$ cat src/gpi_pkg.sv
package gpi_pkg;
  // ---------------------------------------------------------------
  // Register offsets (byte addresses)
  // ---------------------------------------------------------------
  localparam logic [7:0] REG_EDGE_MODE = 8'h00;
  localparam logic [7:0] REG_PORT_CFG = 8'h04;
  localparam logic [7:0] REG_OUT_DATA = 8'h08;
  localparam logic [7:0] REG_DRIVE_MODE = 8'h0C;
  localparam logic [7:0] REG_PIN_STATUS = 8'h10;
  localparam logic [7:0] REG_PIN_CLEAR = 8'h14;
  localparam logic [7:0] REG_PIN_IN = 8'h18;
  localparam logic [7:0] REG_IRQ_STATUS = 8'h1C;
  localparam logic [7:0] REG_IRQ_CLEAR = 8'h20;
  localparam logic [7:0] REG_IRQ_ENABLE = 8'h24;
  // ---------------------------------------------------------------
  // Field positions of the port configuration register
  // ---------------------------------------------------------------
  localparam int CFG_THRESH_BIT = 0;
  localparam int CFG_SRC_EDGE_BIT = 1;
  localparam int CFG_VEC_LSB = 8;
  localparam int VEC_W = 8;
  // ---------------------------------------------------------------
  // Per-pin edge modes (two bits per pin)
  // ---------------------------------------------------------------
  localparam logic [1:0] EDGE_NONE = 2'h0;
  localparam logic [1:0] EDGE_RISE = 2'h1;
  localparam logic [1:0] EDGE_FALL = 2'h2;
  localparam logic [1:0] EDGE_BOTH = 2'h3;
  // Per-pin drive modes (two bits per pin)
  localparam logic [1:0] DRV_HIZ = 2'h0;
  localparam logic [1:0] DRV_STRONG = 2'h1;
  localparam logic [1:0] DRV_PULL_UP = 2'h2;
  localparam logic [1:0] DRV_PULL_DOWN = 2'h3;
  // Interrupt event bits
  localparam int EVT_PIN = 0;
  localparam int EVT_PORT_REQ = 1;
  localparam int EVT_W = 2;
  localparam logic [31:0] RESET_VALUE = 32'h0000_0000;
  localparam logic [31:0] UNMAPPED_READ = 32'h0000_0000;
endpackage : gpi_pkg

$ cat src/gpi_edge_det.sv
`timescale 1ns/10ps
`default_nettype none
module gpi_edge_det (
  input wire logic sys_clk,
  input wire logic rst,
  input wire logic pin_async,
  input wire logic [1:0] mode,
  output logic level_q,
  output logic event_q
);
  logic sync1_q;
  logic sync2_q;
  logic prev_q;
  logic [2:0] fill_q;
  logic rise;
  logic fall;

  // Two-stage synchroniser; first stage read only by the second
  always_ff @(posedge sys_clk) begin
    if (rst) begin
      sync1_q <= 1'b0;
      sync2_q <= 1'b0;
      prev_q <= 1'b0;
      fill_q <= 3'h0;
    end else begin
      sync1_q <= pin_async;
      sync2_q <= sync1_q;
      prev_q <= sync2_q;
      fill_q <= {fill_q[1:0], 1'b1};
    end
  end

  // No edge until the pipe holds real samples; an idle-high pin gives no false rise
  assign rise = fill_q[2] & sync2_q & ~prev_q;
  assign fall = fill_q[2] & ~sync2_q & prev_q;

  always_ff @(posedge sys_clk) begin
    if (rst) begin
      event_q <= 1'b0;
      level_q <= 1'b0;
    end else begin
      level_q <= sync2_q;
      unique case (mode)
        gpi_pkg::EDGE_NONE: event_q <= 1'b0;
        gpi_pkg::EDGE_RISE: event_q <= rise;
        gpi_pkg::EDGE_FALL: event_q <= fall;
        gpi_pkg::EDGE_BOTH: event_q <= rise | fall;
      endcase
    end
  end

  chk_reset_quiet: assert property (@(posedge sys_clk) disable iff (rst)
    $fell(rst)
    |-> !event_q ##1 !event_q ##1 !event_q ##1 !event_q)
    else $error("edge reported before synchroniser filled");
endmodule : gpi_edge_det
`default_nettype wire

$ cat src/gpi_port.sv
`timescale 1ns/10ps
`default_nettype none
module gpi_port #(
  parameter int PINS = 8,
  parameter logic [7:0] PORT_VECTOR = 8'h00
) (
  input wire logic sys_clk,
  input wire logic rst,
  input wire logic [7:0] avs_address,
  input wire logic avs_read,
  input wire logic avs_write,
  input wire logic [31:0] avs_writedata,
  output logic [31:0] avs_readdata,
  output logic avs_waitrequest,
  input wire logic [PINS-1:0] pin_in,
  output logic [PINS-1:0] pin_out,
  output logic [PINS-1:0] pin_oe,
  output logic [PINS-1:0] pull_up_en,
  output logic [PINS-1:0] pull_down_en,
  output logic thresh_lvttl,
  output logic port_irq,
  output logic [7:0] port_irq_vector,
  output logic irq
);
  if (PINS < 1 || PINS > 16) begin : g_bad_pins
    $error("PINS must be 1 to 16");
  end

  // ---------------------------------------------------------------
  // Registers
  // ---------------------------------------------------------------
  logic [31:0] edge_mode_q;
  logic [31:0] port_cfg_q;
  logic [PINS-1:0] out_data_q;
  logic [31:0] drive_mode_q;
  logic [PINS-1:0] pin_status_q;
  logic [PINS-1:0] pin_level;
  logic [PINS-1:0] pin_event;
  logic [gpi_pkg::EVT_W-1:0] irq_status_q;
  logic [gpi_pkg::EVT_W-1:0] irq_enable_q;
  logic port_or;
  logic port_or_prev_q;
  logic src_edge;
  logic port_req_d;
  logic ack_q;
  logic wr_stb;
  logic rd_stb;
  logic [PINS-1:0] pin_clear;
  logic [gpi_pkg::EVT_W-1:0] irq_clear;
  logic [gpi_pkg::EVT_W-1:0] irq_evt;

  // ---------------------------------------------------------------
  // Per-pin edge detectors
  // ---------------------------------------------------------------
  genvar gi;
  generate
    for (gi = 0; gi < PINS; gi++) begin : g_pin
      gpi_edge_det u_det (
        .sys_clk(sys_clk),
        .rst(rst),
        .pin_async(pin_in[gi]),
        .mode(edge_mode_q[2*gi+1:2*gi]),
        .level_q(pin_level[gi]),
        .event_q(pin_event[gi])
      );
    end
  endgenerate

  // ---------------------------------------------------------------
  // Avalon-MM slave: one wait cycle, then acknowledge
  // ---------------------------------------------------------------
  assign wr_stb = avs_write & ack_q;
  // Read data captured in the wait cycle so it stands while waitrequest is low
  assign rd_stb = avs_read & ~ack_q;

  always_ff @(posedge sys_clk) begin
    if (rst) begin
      ack_q <= 1'b0;
      avs_waitrequest <= 1'b1;
    end else begin
      ack_q <= (avs_read | avs_write) & ~ack_q;
      avs_waitrequest <= ~((avs_read | avs_write) & ~ack_q);
    end
  end

  always_ff @(posedge sys_clk) begin
    if (rst) begin
      edge_mode_q <= gpi_pkg::RESET_VALUE;
      port_cfg_q <= gpi_pkg::RESET_VALUE;
      out_data_q <= '0;
      drive_mode_q <= gpi_pkg::RESET_VALUE;
      irq_enable_q <= '0;
    end else if (wr_stb) begin
      unique case (avs_address)
        gpi_pkg::REG_EDGE_MODE: edge_mode_q <= avs_writedata;
        gpi_pkg::REG_PORT_CFG: port_cfg_q <= avs_writedata;
        gpi_pkg::REG_OUT_DATA: out_data_q <= avs_writedata[PINS-1:0];
        gpi_pkg::REG_DRIVE_MODE: drive_mode_q <= avs_writedata;
        gpi_pkg::REG_IRQ_ENABLE: irq_enable_q <= avs_writedata[gpi_pkg::EVT_W-1:0];
        default: ;
      endcase
    end
  end

  assign pin_clear = (wr_stb && avs_address == gpi_pkg::REG_PIN_CLEAR) ?
                     avs_writedata[PINS-1:0] : '0;
  assign irq_clear = (wr_stb && avs_address == gpi_pkg::REG_IRQ_CLEAR) ?
                     avs_writedata[gpi_pkg::EVT_W-1:0] : '0;

  always_ff @(posedge sys_clk) begin
    if (rst) begin
      avs_readdata <= gpi_pkg::RESET_VALUE;
    end else if (rd_stb) begin
      unique case (avs_address)
        gpi_pkg::REG_EDGE_MODE: avs_readdata <= edge_mode_q;
        gpi_pkg::REG_PORT_CFG: avs_readdata <= port_cfg_q;
        gpi_pkg::REG_OUT_DATA: avs_readdata <= 32'(out_data_q);
        gpi_pkg::REG_DRIVE_MODE: avs_readdata <= drive_mode_q;
        gpi_pkg::REG_PIN_STATUS: avs_readdata <= 32'(pin_status_q);
        gpi_pkg::REG_PIN_IN: avs_readdata <= 32'(pin_level);
        gpi_pkg::REG_IRQ_STATUS: avs_readdata <= 32'(irq_status_q);
        gpi_pkg::REG_IRQ_ENABLE: avs_readdata <= 32'(irq_enable_q);
        default: avs_readdata <= gpi_pkg::UNMAPPED_READ;
      endcase
    end
  end

  // ---------------------------------------------------------------
  // Pin status: set wins over clear
  // ---------------------------------------------------------------
  always_ff @(posedge sys_clk) begin
    if (rst) begin
      pin_status_q <= '0;
    end else begin
      pin_status_q <= (pin_status_q & ~pin_clear) | pin_event;
    end
  end

  // ---------------------------------------------------------------
  // Port request and source mux
  // ---------------------------------------------------------------
  assign port_or = |pin_status_q;
  assign src_edge = port_cfg_q[gpi_pkg::CFG_SRC_EDGE_BIT];
  // Edge path pulses once per rise of the OR; stuck status blocks re-fire
  assign port_req_d = src_edge ? (port_or & ~port_or_prev_q) : port_or;

  always_ff @(posedge sys_clk) begin
    if (rst) begin
      port_or_prev_q <= 1'b0;
      port_irq <= 1'b0;
      port_irq_vector <= '0;
    end else begin
      port_or_prev_q <= port_or;
      port_irq <= port_req_d;
      port_irq_vector <= src_edge ? port_cfg_q[gpi_pkg::CFG_VEC_LSB +: gpi_pkg::VEC_W]
                                  : PORT_VECTOR;
    end
  end

  // ---------------------------------------------------------------
  // Pad controls
  // ---------------------------------------------------------------
  always_ff @(posedge sys_clk) begin
    if (rst) begin
      thresh_lvttl <= 1'b0;
    end else begin
      thresh_lvttl <= port_cfg_q[gpi_pkg::CFG_THRESH_BIT];
    end
  end

  generate
    for (gi = 0; gi < PINS; gi++) begin : g_pad
      always_ff @(posedge sys_clk) begin
        if (rst) begin
          pin_out[gi] <= 1'b0;
          pin_oe[gi] <= 1'b0;
          pull_up_en[gi] <= 1'b0;
          pull_down_en[gi] <= 1'b0;
        end else begin
          pin_out[gi] <= out_data_q[gi];
          pin_oe[gi] <= drive_mode_q[2*gi+1:2*gi] == gpi_pkg::DRV_STRONG;
          pull_up_en[gi] <= drive_mode_q[2*gi+1:2*gi] == gpi_pkg::DRV_PULL_UP
                            && out_data_q[gi];
          pull_down_en[gi] <= drive_mode_q[2*gi+1:2*gi] == gpi_pkg::DRV_PULL_DOWN
                              && !out_data_q[gi];
        end
      end
    end
  endgenerate

  // ---------------------------------------------------------------
  // Interrupt status, enable and output
  // ---------------------------------------------------------------
  assign irq_evt = {port_req_d, |pin_event};

  always_ff @(posedge sys_clk) begin
    if (rst) begin
      irq_status_q <= '0;
    end else begin
      irq_status_q <= (irq_status_q & ~irq_clear) | irq_evt;
    end
  end

  always_ff @(posedge sys_clk) begin
    if (rst) begin
      irq <= 1'b0;
    end else begin
      irq <= |(((irq_status_q & ~irq_clear) | irq_evt) & irq_enable_q);
    end
  end

  // ---------------------------------------------------------------
  // Checks
  // ---------------------------------------------------------------
  chk_or_level: assert property (@(posedge sys_clk) disable iff (rst)
    !src_edge && $stable(src_edge) |=> port_irq == $past(port_or))
    else $error("level request differs from OR of pin status");
  chk_level_hold: assert property (@(posedge sys_clk) disable iff (rst)
    !src_edge && pin_status_q != '0 && pin_clear == '0 ##1 !src_edge |=> port_irq)
    else $error("level request dropped while status set");
  chk_edge_once: assert property (@(posedge sys_clk) disable iff (rst)
    src_edge && port_irq ##1 src_edge |-> !port_irq)
    else $error("edge path fired twice in a row");
  chk_edge_pulse: assert property (@(posedge sys_clk) disable iff (rst)
    src_edge && port_or && !port_or_prev_q |=> port_irq)
    else $error("edge path missed rise of request");
  chk_vector_fix: assert property (@(posedge sys_clk) disable iff (rst)
    !src_edge |=> port_irq_vector == PORT_VECTOR)
    else $error("level path vector not fixed");
  chk_status_set: assert property (@(posedge sys_clk) disable iff (rst)
    pin_event != '0 |=> (pin_status_q & $past(pin_event)) == $past(pin_event))
    else $error("pin event did not set status");
  chk_pull_down: assert property (@(posedge sys_clk) disable iff (rst)
    pull_down_en[0] |-> !$past(out_data_q[0]))
    else $error("pull-down on with data high");
  chk_pull_up: assert property (@(posedge sys_clk) disable iff (rst)
    pull_up_en[0] |-> $past(out_data_q[0]))
    else $error("pull-up on with data low");
  chk_thresh_port: assert property (@(posedge sys_clk) disable iff (rst)
    ##1 thresh_lvttl == $past(port_cfg_q[gpi_pkg::CFG_THRESH_BIT]))
    else $error("threshold not following port setting");
  chk_none_mode: assert property (@(posedge sys_clk) disable iff (rst)
    edge_mode_q[1:0] == gpi_pkg::EDGE_NONE ##1 edge_mode_q[1:0] == gpi_pkg::EDGE_NONE
    |-> !pin_event[0])
    else $error("pin event with edge mode none");

  // ---------------------------------------------------------------
  // Bus handshake checks
  // ---------------------------------------------------------------
  chk_one_wait: assert property (@(posedge sys_clk) disable iff (rst)
    (avs_read || avs_write) && !ack_q
    |=> !avs_waitrequest)
    else $error("request not answered after one wait cycle");
  chk_wait_single: assert property (@(posedge sys_clk) disable iff (rst)
    !avs_waitrequest
    |=> avs_waitrequest)
    else $error("waitrequest low for more than one cycle");
  chk_read_edge: assert property (@(posedge sys_clk) disable iff (rst)
    avs_read && !avs_waitrequest && avs_address == gpi_pkg::REG_EDGE_MODE
    |-> avs_readdata == edge_mode_q)
    else $error("edge mode read data not standing");
  chk_read_cfg: assert property (@(posedge sys_clk) disable iff (rst)
    avs_read && !avs_waitrequest && avs_address == gpi_pkg::REG_PORT_CFG
    |-> avs_readdata == port_cfg_q)
    else $error("port config read data not standing");
  chk_write_edge: assert property (@(posedge sys_clk) disable iff (rst)
    avs_write && !avs_waitrequest && avs_address == gpi_pkg::REG_EDGE_MODE
    |=> edge_mode_q == $past(avs_writedata))
    else $error("edge mode write lost");
  chk_write_cfg: assert property (@(posedge sys_clk) disable iff (rst)
    avs_write && !avs_waitrequest && avs_address == gpi_pkg::REG_PORT_CFG
    |=> port_cfg_q == $past(avs_writedata))
    else $error("port config write lost");

  // ---------------------------------------------------------------
  // Status and interrupt checks
  // ---------------------------------------------------------------
  chk_status_sticky: assert property (@(posedge sys_clk) disable iff (rst)
    pin_status_q[0] && !pin_clear[0]
    |=> pin_status_q[0])
    else $error("pin status dropped without clear");
  chk_clear_drops: assert property (@(posedge sys_clk) disable iff (rst)
    pin_status_q != '0 && pin_clear == pin_status_q && pin_event == '0
    |=> ##1 !port_irq)
    else $error("request stays after status cleared");
  chk_edge_quiet: assert property (@(posedge sys_clk) disable iff (rst)
    src_edge && pin_status_q == '0
    |=> !port_irq)
    else $error("edge path fired with no pin status");
  chk_edge_vector: assert property (@(posedge sys_clk) disable iff (rst)
    src_edge
    |=> port_irq_vector == $past(port_cfg_q[gpi_pkg::CFG_VEC_LSB +: gpi_pkg::VEC_W]))
    else $error("edge path vector not from port setting");
  chk_irq_pin_set: assert property (@(posedge sys_clk) disable iff (rst)
    pin_event != '0
    |=> irq_status_q[gpi_pkg::EVT_PIN])
    else $error("pin event did not set interrupt status");
  chk_irq_pin_clear: assert property (@(posedge sys_clk) disable iff (rst)
    irq_clear[gpi_pkg::EVT_PIN] && pin_event == '0
    |=> !irq_status_q[gpi_pkg::EVT_PIN])
    else $error("interrupt status not cleared");
  chk_irq_level: assert property (@(posedge sys_clk) disable iff (rst)
    $stable(irq_enable_q)
    |-> irq == |(irq_status_q & irq_enable_q))
    else $error("interrupt output differs from enabled status");

  // ---------------------------------------------------------------
  // Pad checks
  // ---------------------------------------------------------------
  chk_strong_oe: assert property (@(posedge sys_clk) disable iff (rst)
    pin_oe[0]
    |-> $past(drive_mode_q[1:0]) == gpi_pkg::DRV_STRONG)
    else $error("output enable outside strong drive");
  chk_pull_excl: assert property (@(posedge sys_clk) disable iff (rst)
    pull_up_en[0]
    |-> !pull_down_en[0])
    else $error("pull-up and pull-down on together");

  // ---------------------------------------------------------------
  // Coverage
  // ---------------------------------------------------------------
  cov_level_irq: cover property (@(posedge sys_clk) !src_edge && port_irq);
  cov_edge_irq: cover property (@(posedge sys_clk) src_edge && port_irq);
  cov_clear_set: cover property (@(posedge sys_clk) (pin_clear & pin_event) != '0);
  cov_irq_out: cover property (@(posedge sys_clk) irq);
  cov_pull_down: cover property (@(posedge sys_clk) pull_down_en != '0);
endmodule : gpi_port
`default_nettype wire

$ cat config.mk
export PLATFORM = sky130hd
export DESIGN_NAME = gpi_port
export DESIGN_NICKNAME = d
export VERILOG_FILES = /design/src/gpi_pkg.sv /design/src/gpi_edge_det.sv /design/src/gpi_port.sv
export SDC_FILE = /design/constraint.sdc
export NUM_CORES = 1
export LEC_CHECK = 0
export BUFFER_PORTS_ARGS = -buffer_cell sky130_fd_sc_hd__buf_4
export CAP_MARGIN = 20
export CORE_UTILIZATION = 57
export DETAILED_ROUTE_END_ITERATION = 12
export GPL_TIMING_DRIVEN = 0
export PLACE_DENSITY_LB_ADDON = 0.08
export SYNTH_ARGS = -nofsm -noshare
export SYNTH_HDL_FRONTEND = slang
export SYNTH_HIERARCHICAL = 1
export SYNTH_SLANG_ARGS = --single-unit
$ cat constraint.sdc
create_clock -name sys_clk -period 2.2 [get_ports sys_clk]
set_clock_uncertainty 0.05 [all_clocks]
set_input_delay 0.44 -clock sys_clk [delete_from_list [all_inputs] [get_ports sys_clk]]
set_output_delay 0.44 -clock sys_clk [all_outputs]
set_load 0.02 [all_outputs]
# ---- Word level (Yosys, flattened, before mapping)
# Cells that the tools add are included.
dict set report word_totals {
  out_inout_bits 76
  ff_bits 250
}
dict set report op_classes {
  reduce_logical 44
  n_mux 20
  n_eq_ne 57
  n_bitwise 72
}
# operator n
set ops {}
lappend ops {{$pmux W32 S8} 1}
lappend ops {{$eq A2 B2 Y1 const B} 32}
lappend ops {{$and A1 B1 Y1} 36}
lappend ops {{$eq A2 B1 Y1 const B} 16}
lappend ops {{$eq A8 B5 Y1 const B} 4}
lappend ops {{$pmux W1 S4} 8}
lappend ops {{$not A1 Y1} 20}
lappend ops {{$logic_and A1 B1 Y1} 18}
lappend ops {{$eq A8 B4 Y1 const B} 2}
lappend ops {{$eq A8 B6 Y1 const B} 2}
lappend ops {{$logic_not A2 Y1} 8}
lappend ops {{$reduce_or A8 Y1} 2}
lappend ops {{$reduce_and A2 Y1} 5}
lappend ops {{$mux W1} 9}
lappend ops {{$or A1 B1 Y1} 9}
lappend ops {{$and A8 B8 Y8} 1}
lappend ops {{$eq A8 B3 Y1 const B} 1}
lappend ops {{$logic_not A1 Y1} 8}
lappend ops {{$logic_not A8 Y1} 1}
lappend ops {{$mux W8} 1}
lappend ops {{$not A8 Y8} 1}
lappend ops {{$or A8 B8 Y8} 1}
lappend ops {{$and A2 B2 Y2} 2}
lappend ops {{$reduce_or A2 Y1} 2}
lappend ops {{other kinds (3)} 3}

# ---- Logic depth before layout (Yosys ltp)
dict set report logic_depth {
  ltp_word 8
  depth_mapped 7
  depth_no_buf 4
}

# ---- By module
# The synthesis kept the hierarchy.
# module area_per_inst_um2 seq_area_each_um2 cells_each instances
set modules_own_cells {}
lappend modules_own_cells {gpi_port 7249.5 3883.7 816 1}
lappend modules_own_cells {gpi_edge_det 209.0 140.1 17 8}

# ---- Worst setup path before layout
# Ideal clock, no wire load.
dict set report synth_timing {
  path_type {in2reg}
  start {input port avs_address[2]}
  end {register irq}
  cell_stages 5
  slack_ns 0.453
  t_arrival_ns 1.580
  path_buffers 1
  path_cell_list {buf_2 > or4_4 > o41ai_2 > a31oi_1 > a22o_1}
}
dict set report synth_via {
  elab_chain_cells 8
}
# element line_no
set synth_lines {}
lappend synth_lines {{start: declaration} gpi_port.sv:9} ;# input wire logic [7:0] avs_address,
lappend synth_lines {{$eq A8 B6 Y1} gpi_port.sv:107} ;# assign irq_clear = (wr_stb && avs_address == gpi_pkg::REG_IRQ_CLEAR) ?
lappend synth_lines {{$logic_and A1 B1 Y1} gpi_port.sv:107}
lappend synth_lines {{$mux W2} gpi_port.sv:107}
lappend synth_lines {{$not A2 Y2} gpi_port.sv:208} ;# irq <= |(((irq_status_q & ~irq_clear) | irq_evt) & irq_enable_q);
lappend synth_lines {{$and A2 B2 Y2} gpi_port.sv:208}
lappend synth_lines {{$or A2 B2 Y2} gpi_port.sv:208}
lappend synth_lines {{$and A2 B2 Y2} gpi_port.sv:208}
lappend synth_lines {{$reduce_or A2 Y1} gpi_port.sv:208}
lappend synth_lines {{end signal: assignment} gpi_port.sv:208}
lappend synth_lines {{end: declaration} gpi_port.sv:23} ;# output logic irq
# Every way passes these cells.
# A chain may end at the register's enable or synchronous reset.

==> results.sh <==
export IMPL_pin_count=128
export IMPL_timing_final_crit_share_pct=88.53
export IMPL_maxSlewHeadroom_pct=57.01
export IMPL_numCtsBuffers=25
export IMPL_gp_congestion=0.9523
export IMPL_groute_layer_met3_usage_pct=5.905
export IMPL_worstPathRequired_ps=2520
export IMPL_grt_pass1_wl_um=37230
export IMPL_vias_per_cell=5.579
export IMPL_timing_final_ws_setup_ps=252.3
export IMPL_period_needed_ps=1948
export IMPL_leakagePower_nw=4.295
export IMPL_pwr_density_cell_nw_per_um2=836.0
export IMPL_critPathKind="in2reg"
export IMPL_hold_violations=0
export IMPL_io_buffers=127
export IMPL_grt_util_met1_pct=40.31
export IMPL_switching_power_w=0.001921
export IMPL_arrival_ps=2270
export IMPL_status="complete, no violations"
export IMPL_dr_pass1_iters=7
export IMPL_critical_path_startpoint_type="input pin"
export IMPL_grt_total_usage_pct=29.49
export IMPL_netlist_instances=952
export IMPL_async_reset_ff_share_pct=0
export IMPL_max_clock_freq_ghz=0.5134
export IMPL_hold_class="in2reg"
export IMPL_critPathTopFamily="buffers and inverters"
export IMPL_clk_pin_slew_ps=60
export IMPL_grtUsageMet2_pct=46.57
export IMPL_drv_cap=0
export IMPL_synth_top_area_share_pct=56.10
export IMPL_fin_nets=1157
export IMPL_syn_avg_cell_area_um2=9.371
export IMPL_drv_slew=0
export IMPL_die_width_um=127.1
export IMPL_synth_edf_count=0
export IMPL_path_max_fanout=67
export IMPL_power_frac_seq_pct=50.0
export IMPL_synth_area_top_cells="dfxtp_1 (56%), nand2_1 (9.6%), a21oi_1 (6.4%), a222oi_1 (2.9%), and2b_1 (2.7%)"
export IMPL_ys_seq_area_share_pct=56.10
export IMPL_drc_errors=0
export IMPL_core_area_um2=15260
export IMPL_combPwrFrac_pct=3.8
export IMPL_postLayoutCoreUtil_pct=71.87
export IMPL_syn_nets=1004
export IMPL_clockBufferDepth=3
export IMPL_fill_cells=1218
export IMPL_grt_antenna_before_repair=0
export IMPL_synth_cell_types=51
export IMPL_p_clk_share_pct=46.2
export IMPL_critPathSlowestCell="clkbuf_1"
export IMPL_hpwl_um=16880
export IMPL_ant_nets=0
export IMPL_cts_htree_levels=1
export IMPL_internal_power_w=0.007248
export IMPL_seqCellArea_um2=5005
export IMPL_vdd_drop_max_v=0.0006444
export IMPL_yosysWarnings=6
export IMPL_synth_most_common_cell="dfxtp_1"
export IMPL_dr_total_vias=7442
export IMPL_die_area_um2=16160
export IMPL_synth_top_area_cell="dfxtp_1"
export IMPL_grt_pass1_vias=6897
export IMPL_grt_busiest_layer="met2"
export IMPL_routedWlPerCell_um=17.82
export IMPL_worstMarginPinSlew_ps=644.9
export IMPL_totalWireLength_um=23780
export IMPL_clkLatencyLatePin_ps=520
export IMPL_rows=45
export IMPL_grt_overflow=0
export IMPL_cts_tree="yes"
export IMPL_drt_iter0_drc=742
export IMPL_synth_area_um2=8921
export IMPL_finalSetupViolCount=0
export IMPL_die_height_um=127.1
export IMPL_cpPeakStageDelay_ps=470
export IMPL_synth_ff_type="dfxtp_1"
export IMPL_worst_setup_path_end_kind="flop"
export IMPL_switching_share_pct=20.95
export IMPL_path_buf_inv=2
export IMPL_totalPowerFinal_w=0.009168
export IMPL_start_util_pct=58.47
export IMPL_grt_setup_unrepaired="false"
export IMPL_drive_above_1_share_pct=19.15
export IMPL_cts_root_buf="clkbuf_16"
export IMPL_grt_max_degree=68
export IMPL_area_growth_pct=22.93
export IMPL_cts_sinks=250
export IMPL_synth_commonest_cells="dfxtp_1 (250), nand2_1 (227), a21oi_1 (114)"
export IMPL_multi_input_area_um2=3600
export IMPL_diodes=0
export IMPL_dp_slack_ps=-685.3
export IMPL_path_cells="buf_4 -> nor2_1 -> and4_1 -> nand2_1 -> clkbuf_1 -> o21ai_0"
export IMPL_ys_ff_latch=250
-- through the flow --
| step | instance area [um2] | setup TNS, ps | hold WS (ps) | std cells |
|---|---|---|---|---|
| after floorplan | 8921 | 0 | 360.9 | 952 |
| after global placement | 10140 | -78210 | 361.9 | 1290 |
| after detailed placement | 10140 | -77750 | 367.6 | 1290 |
| after CTS | 10970 | 0 | 72.85 | 1334 |
| after global routing | 10970 | 0 | 79.84 | 1334 |
| final | 10970 | 0 | 78.56 | 1334 |
-- power by group through the flow --
| stage | Sequential [W] | Clock [W] | Combinational [W] |
|---|---|---|---|
| 6_report | 0.00459 | 0.00424 | 0.000345 |
| 5_1_grt | 0.00459 | 0.00448 | 0.000367 |
| 4_1_cts | 0.00459 | 0.00428 | 0.000340 |
| 3_5_place_dp | 0.00469 | 0 | 0.000340 |
| 3_3_place_gp | 0.00468 | 0 | 0.000338 |
| 2_1_floorplan | 0.00468 | 0 | 0.000145 |
-- metal layers --
metal	vias up	part of all wire [%]
met1	3447	43
met2	349	45
met4	0	3.0
met5	-	0
met3	59	9.0
li1	3587	-
-- layout by cell type (no fill, tap or decap), drive strengths merged, types with 4 or more instances in the layout --
| cell type | count |
|---|---|
| nand2b | 10 |
| nand2 | 227 |
| and2 | 12 |
| a22o | 4 |
| buf | 163 |
| nor2 | 23 |
| clkbuf | 59 |
| a222oi | 26 |
| nor3b | 9 |
| nor4 | 8 |
| o21ai | 28 |
| nand3b | 16 |
| inv | 13 |
| nand3 | 9 |
| nor2b | 14 |
| nor4bb | 8 |
| clkinv | 7 |
| and3b | 8 |
| and2b | 40 |
| dfxtp | 250 |
| a21oi | 114 |
| mux2i | 19 |
| nand4 | 11 |
-- cells by family (layout without fill, tap and decap cells) --
kind of cell | count (synthesis) | count (layout) | synth area share, %
AOI/OAI and AO/OA | 192 | 192 | 13.21
DFF | 250 | 250 | 56.10
and+or+nand+nor | 413 | 413 | 24.12
muxes | 24 | 24 | 3.015
buffers and inverters | 73 | 244 | 3.548
-- worst register-to-register path: stages (launching register included) --
cell and delay, ps:
dfxtp_1 400, nor2_1 110, and4_1 310, nand2_1 230, clkbuf_1 470, o21ai_0 190
-- state kept, by name (all words and copies together) (netlist names), 8 cells and up --
signal               count
g_pin.u_det/event_q      8
pull_down_en             8
avs_readdata            32
g_pin.u_det/sync1_q      8
edge_mode_q             32
g_pin.u_det/level_q      8
pull_up_en               8
pin_out                  8
pin_oe                   8
port_irq_vector          8
drive_mode_q            32
g_pin.u_det/sync2_q      8
g_pin.u_det/fill_q      24
out_data_q               8
pin_status_q             8
port_cfg_q              32
-- path summary, 6_finish.rpt --
| path | from | end | slack (ps) | cells past startpoint |
|---|---|---|---|---|
| worst min register to register | g_pin[4].u_det/fill_q[1] | g_pin[4].u_det/fill_q[2] | 380 | 1 |
| worst max register to register | ack_q | avs_readdata[12] | 290 | 5 |
| worst min-delay path | pin_in[6] | g_pin[6].u_det/sync1_q | 80 | 2 |
| worst max-delay path | rst | avs_readdata[12] | 250 | 6 |
-- final cells by class --
class / instances / area share, %
Clock inverter: 9 / 0.8671
Tap cell: 211 / 2.407
Clock buffer: 36 / 6.720
Sequential cell: 250 / 45.64
Timing Repair Buffer: 127 / 8.694
Multi-Input combinational cell: 629 / 32.82
Buffer: 59 / 2.407
Inverter: 13 / 0.4450
-- repair_timing --
| item | CTS | global route |
|---|---|---|
| resized for setup | 0 | 0 |
| endpoints found under the setup margin | 96 | 0 |
| hold buffers | 0 | 0 |
| setup buffers | 0 | 0 |
No activity file was read; power rests on OpenSTA's default activity.
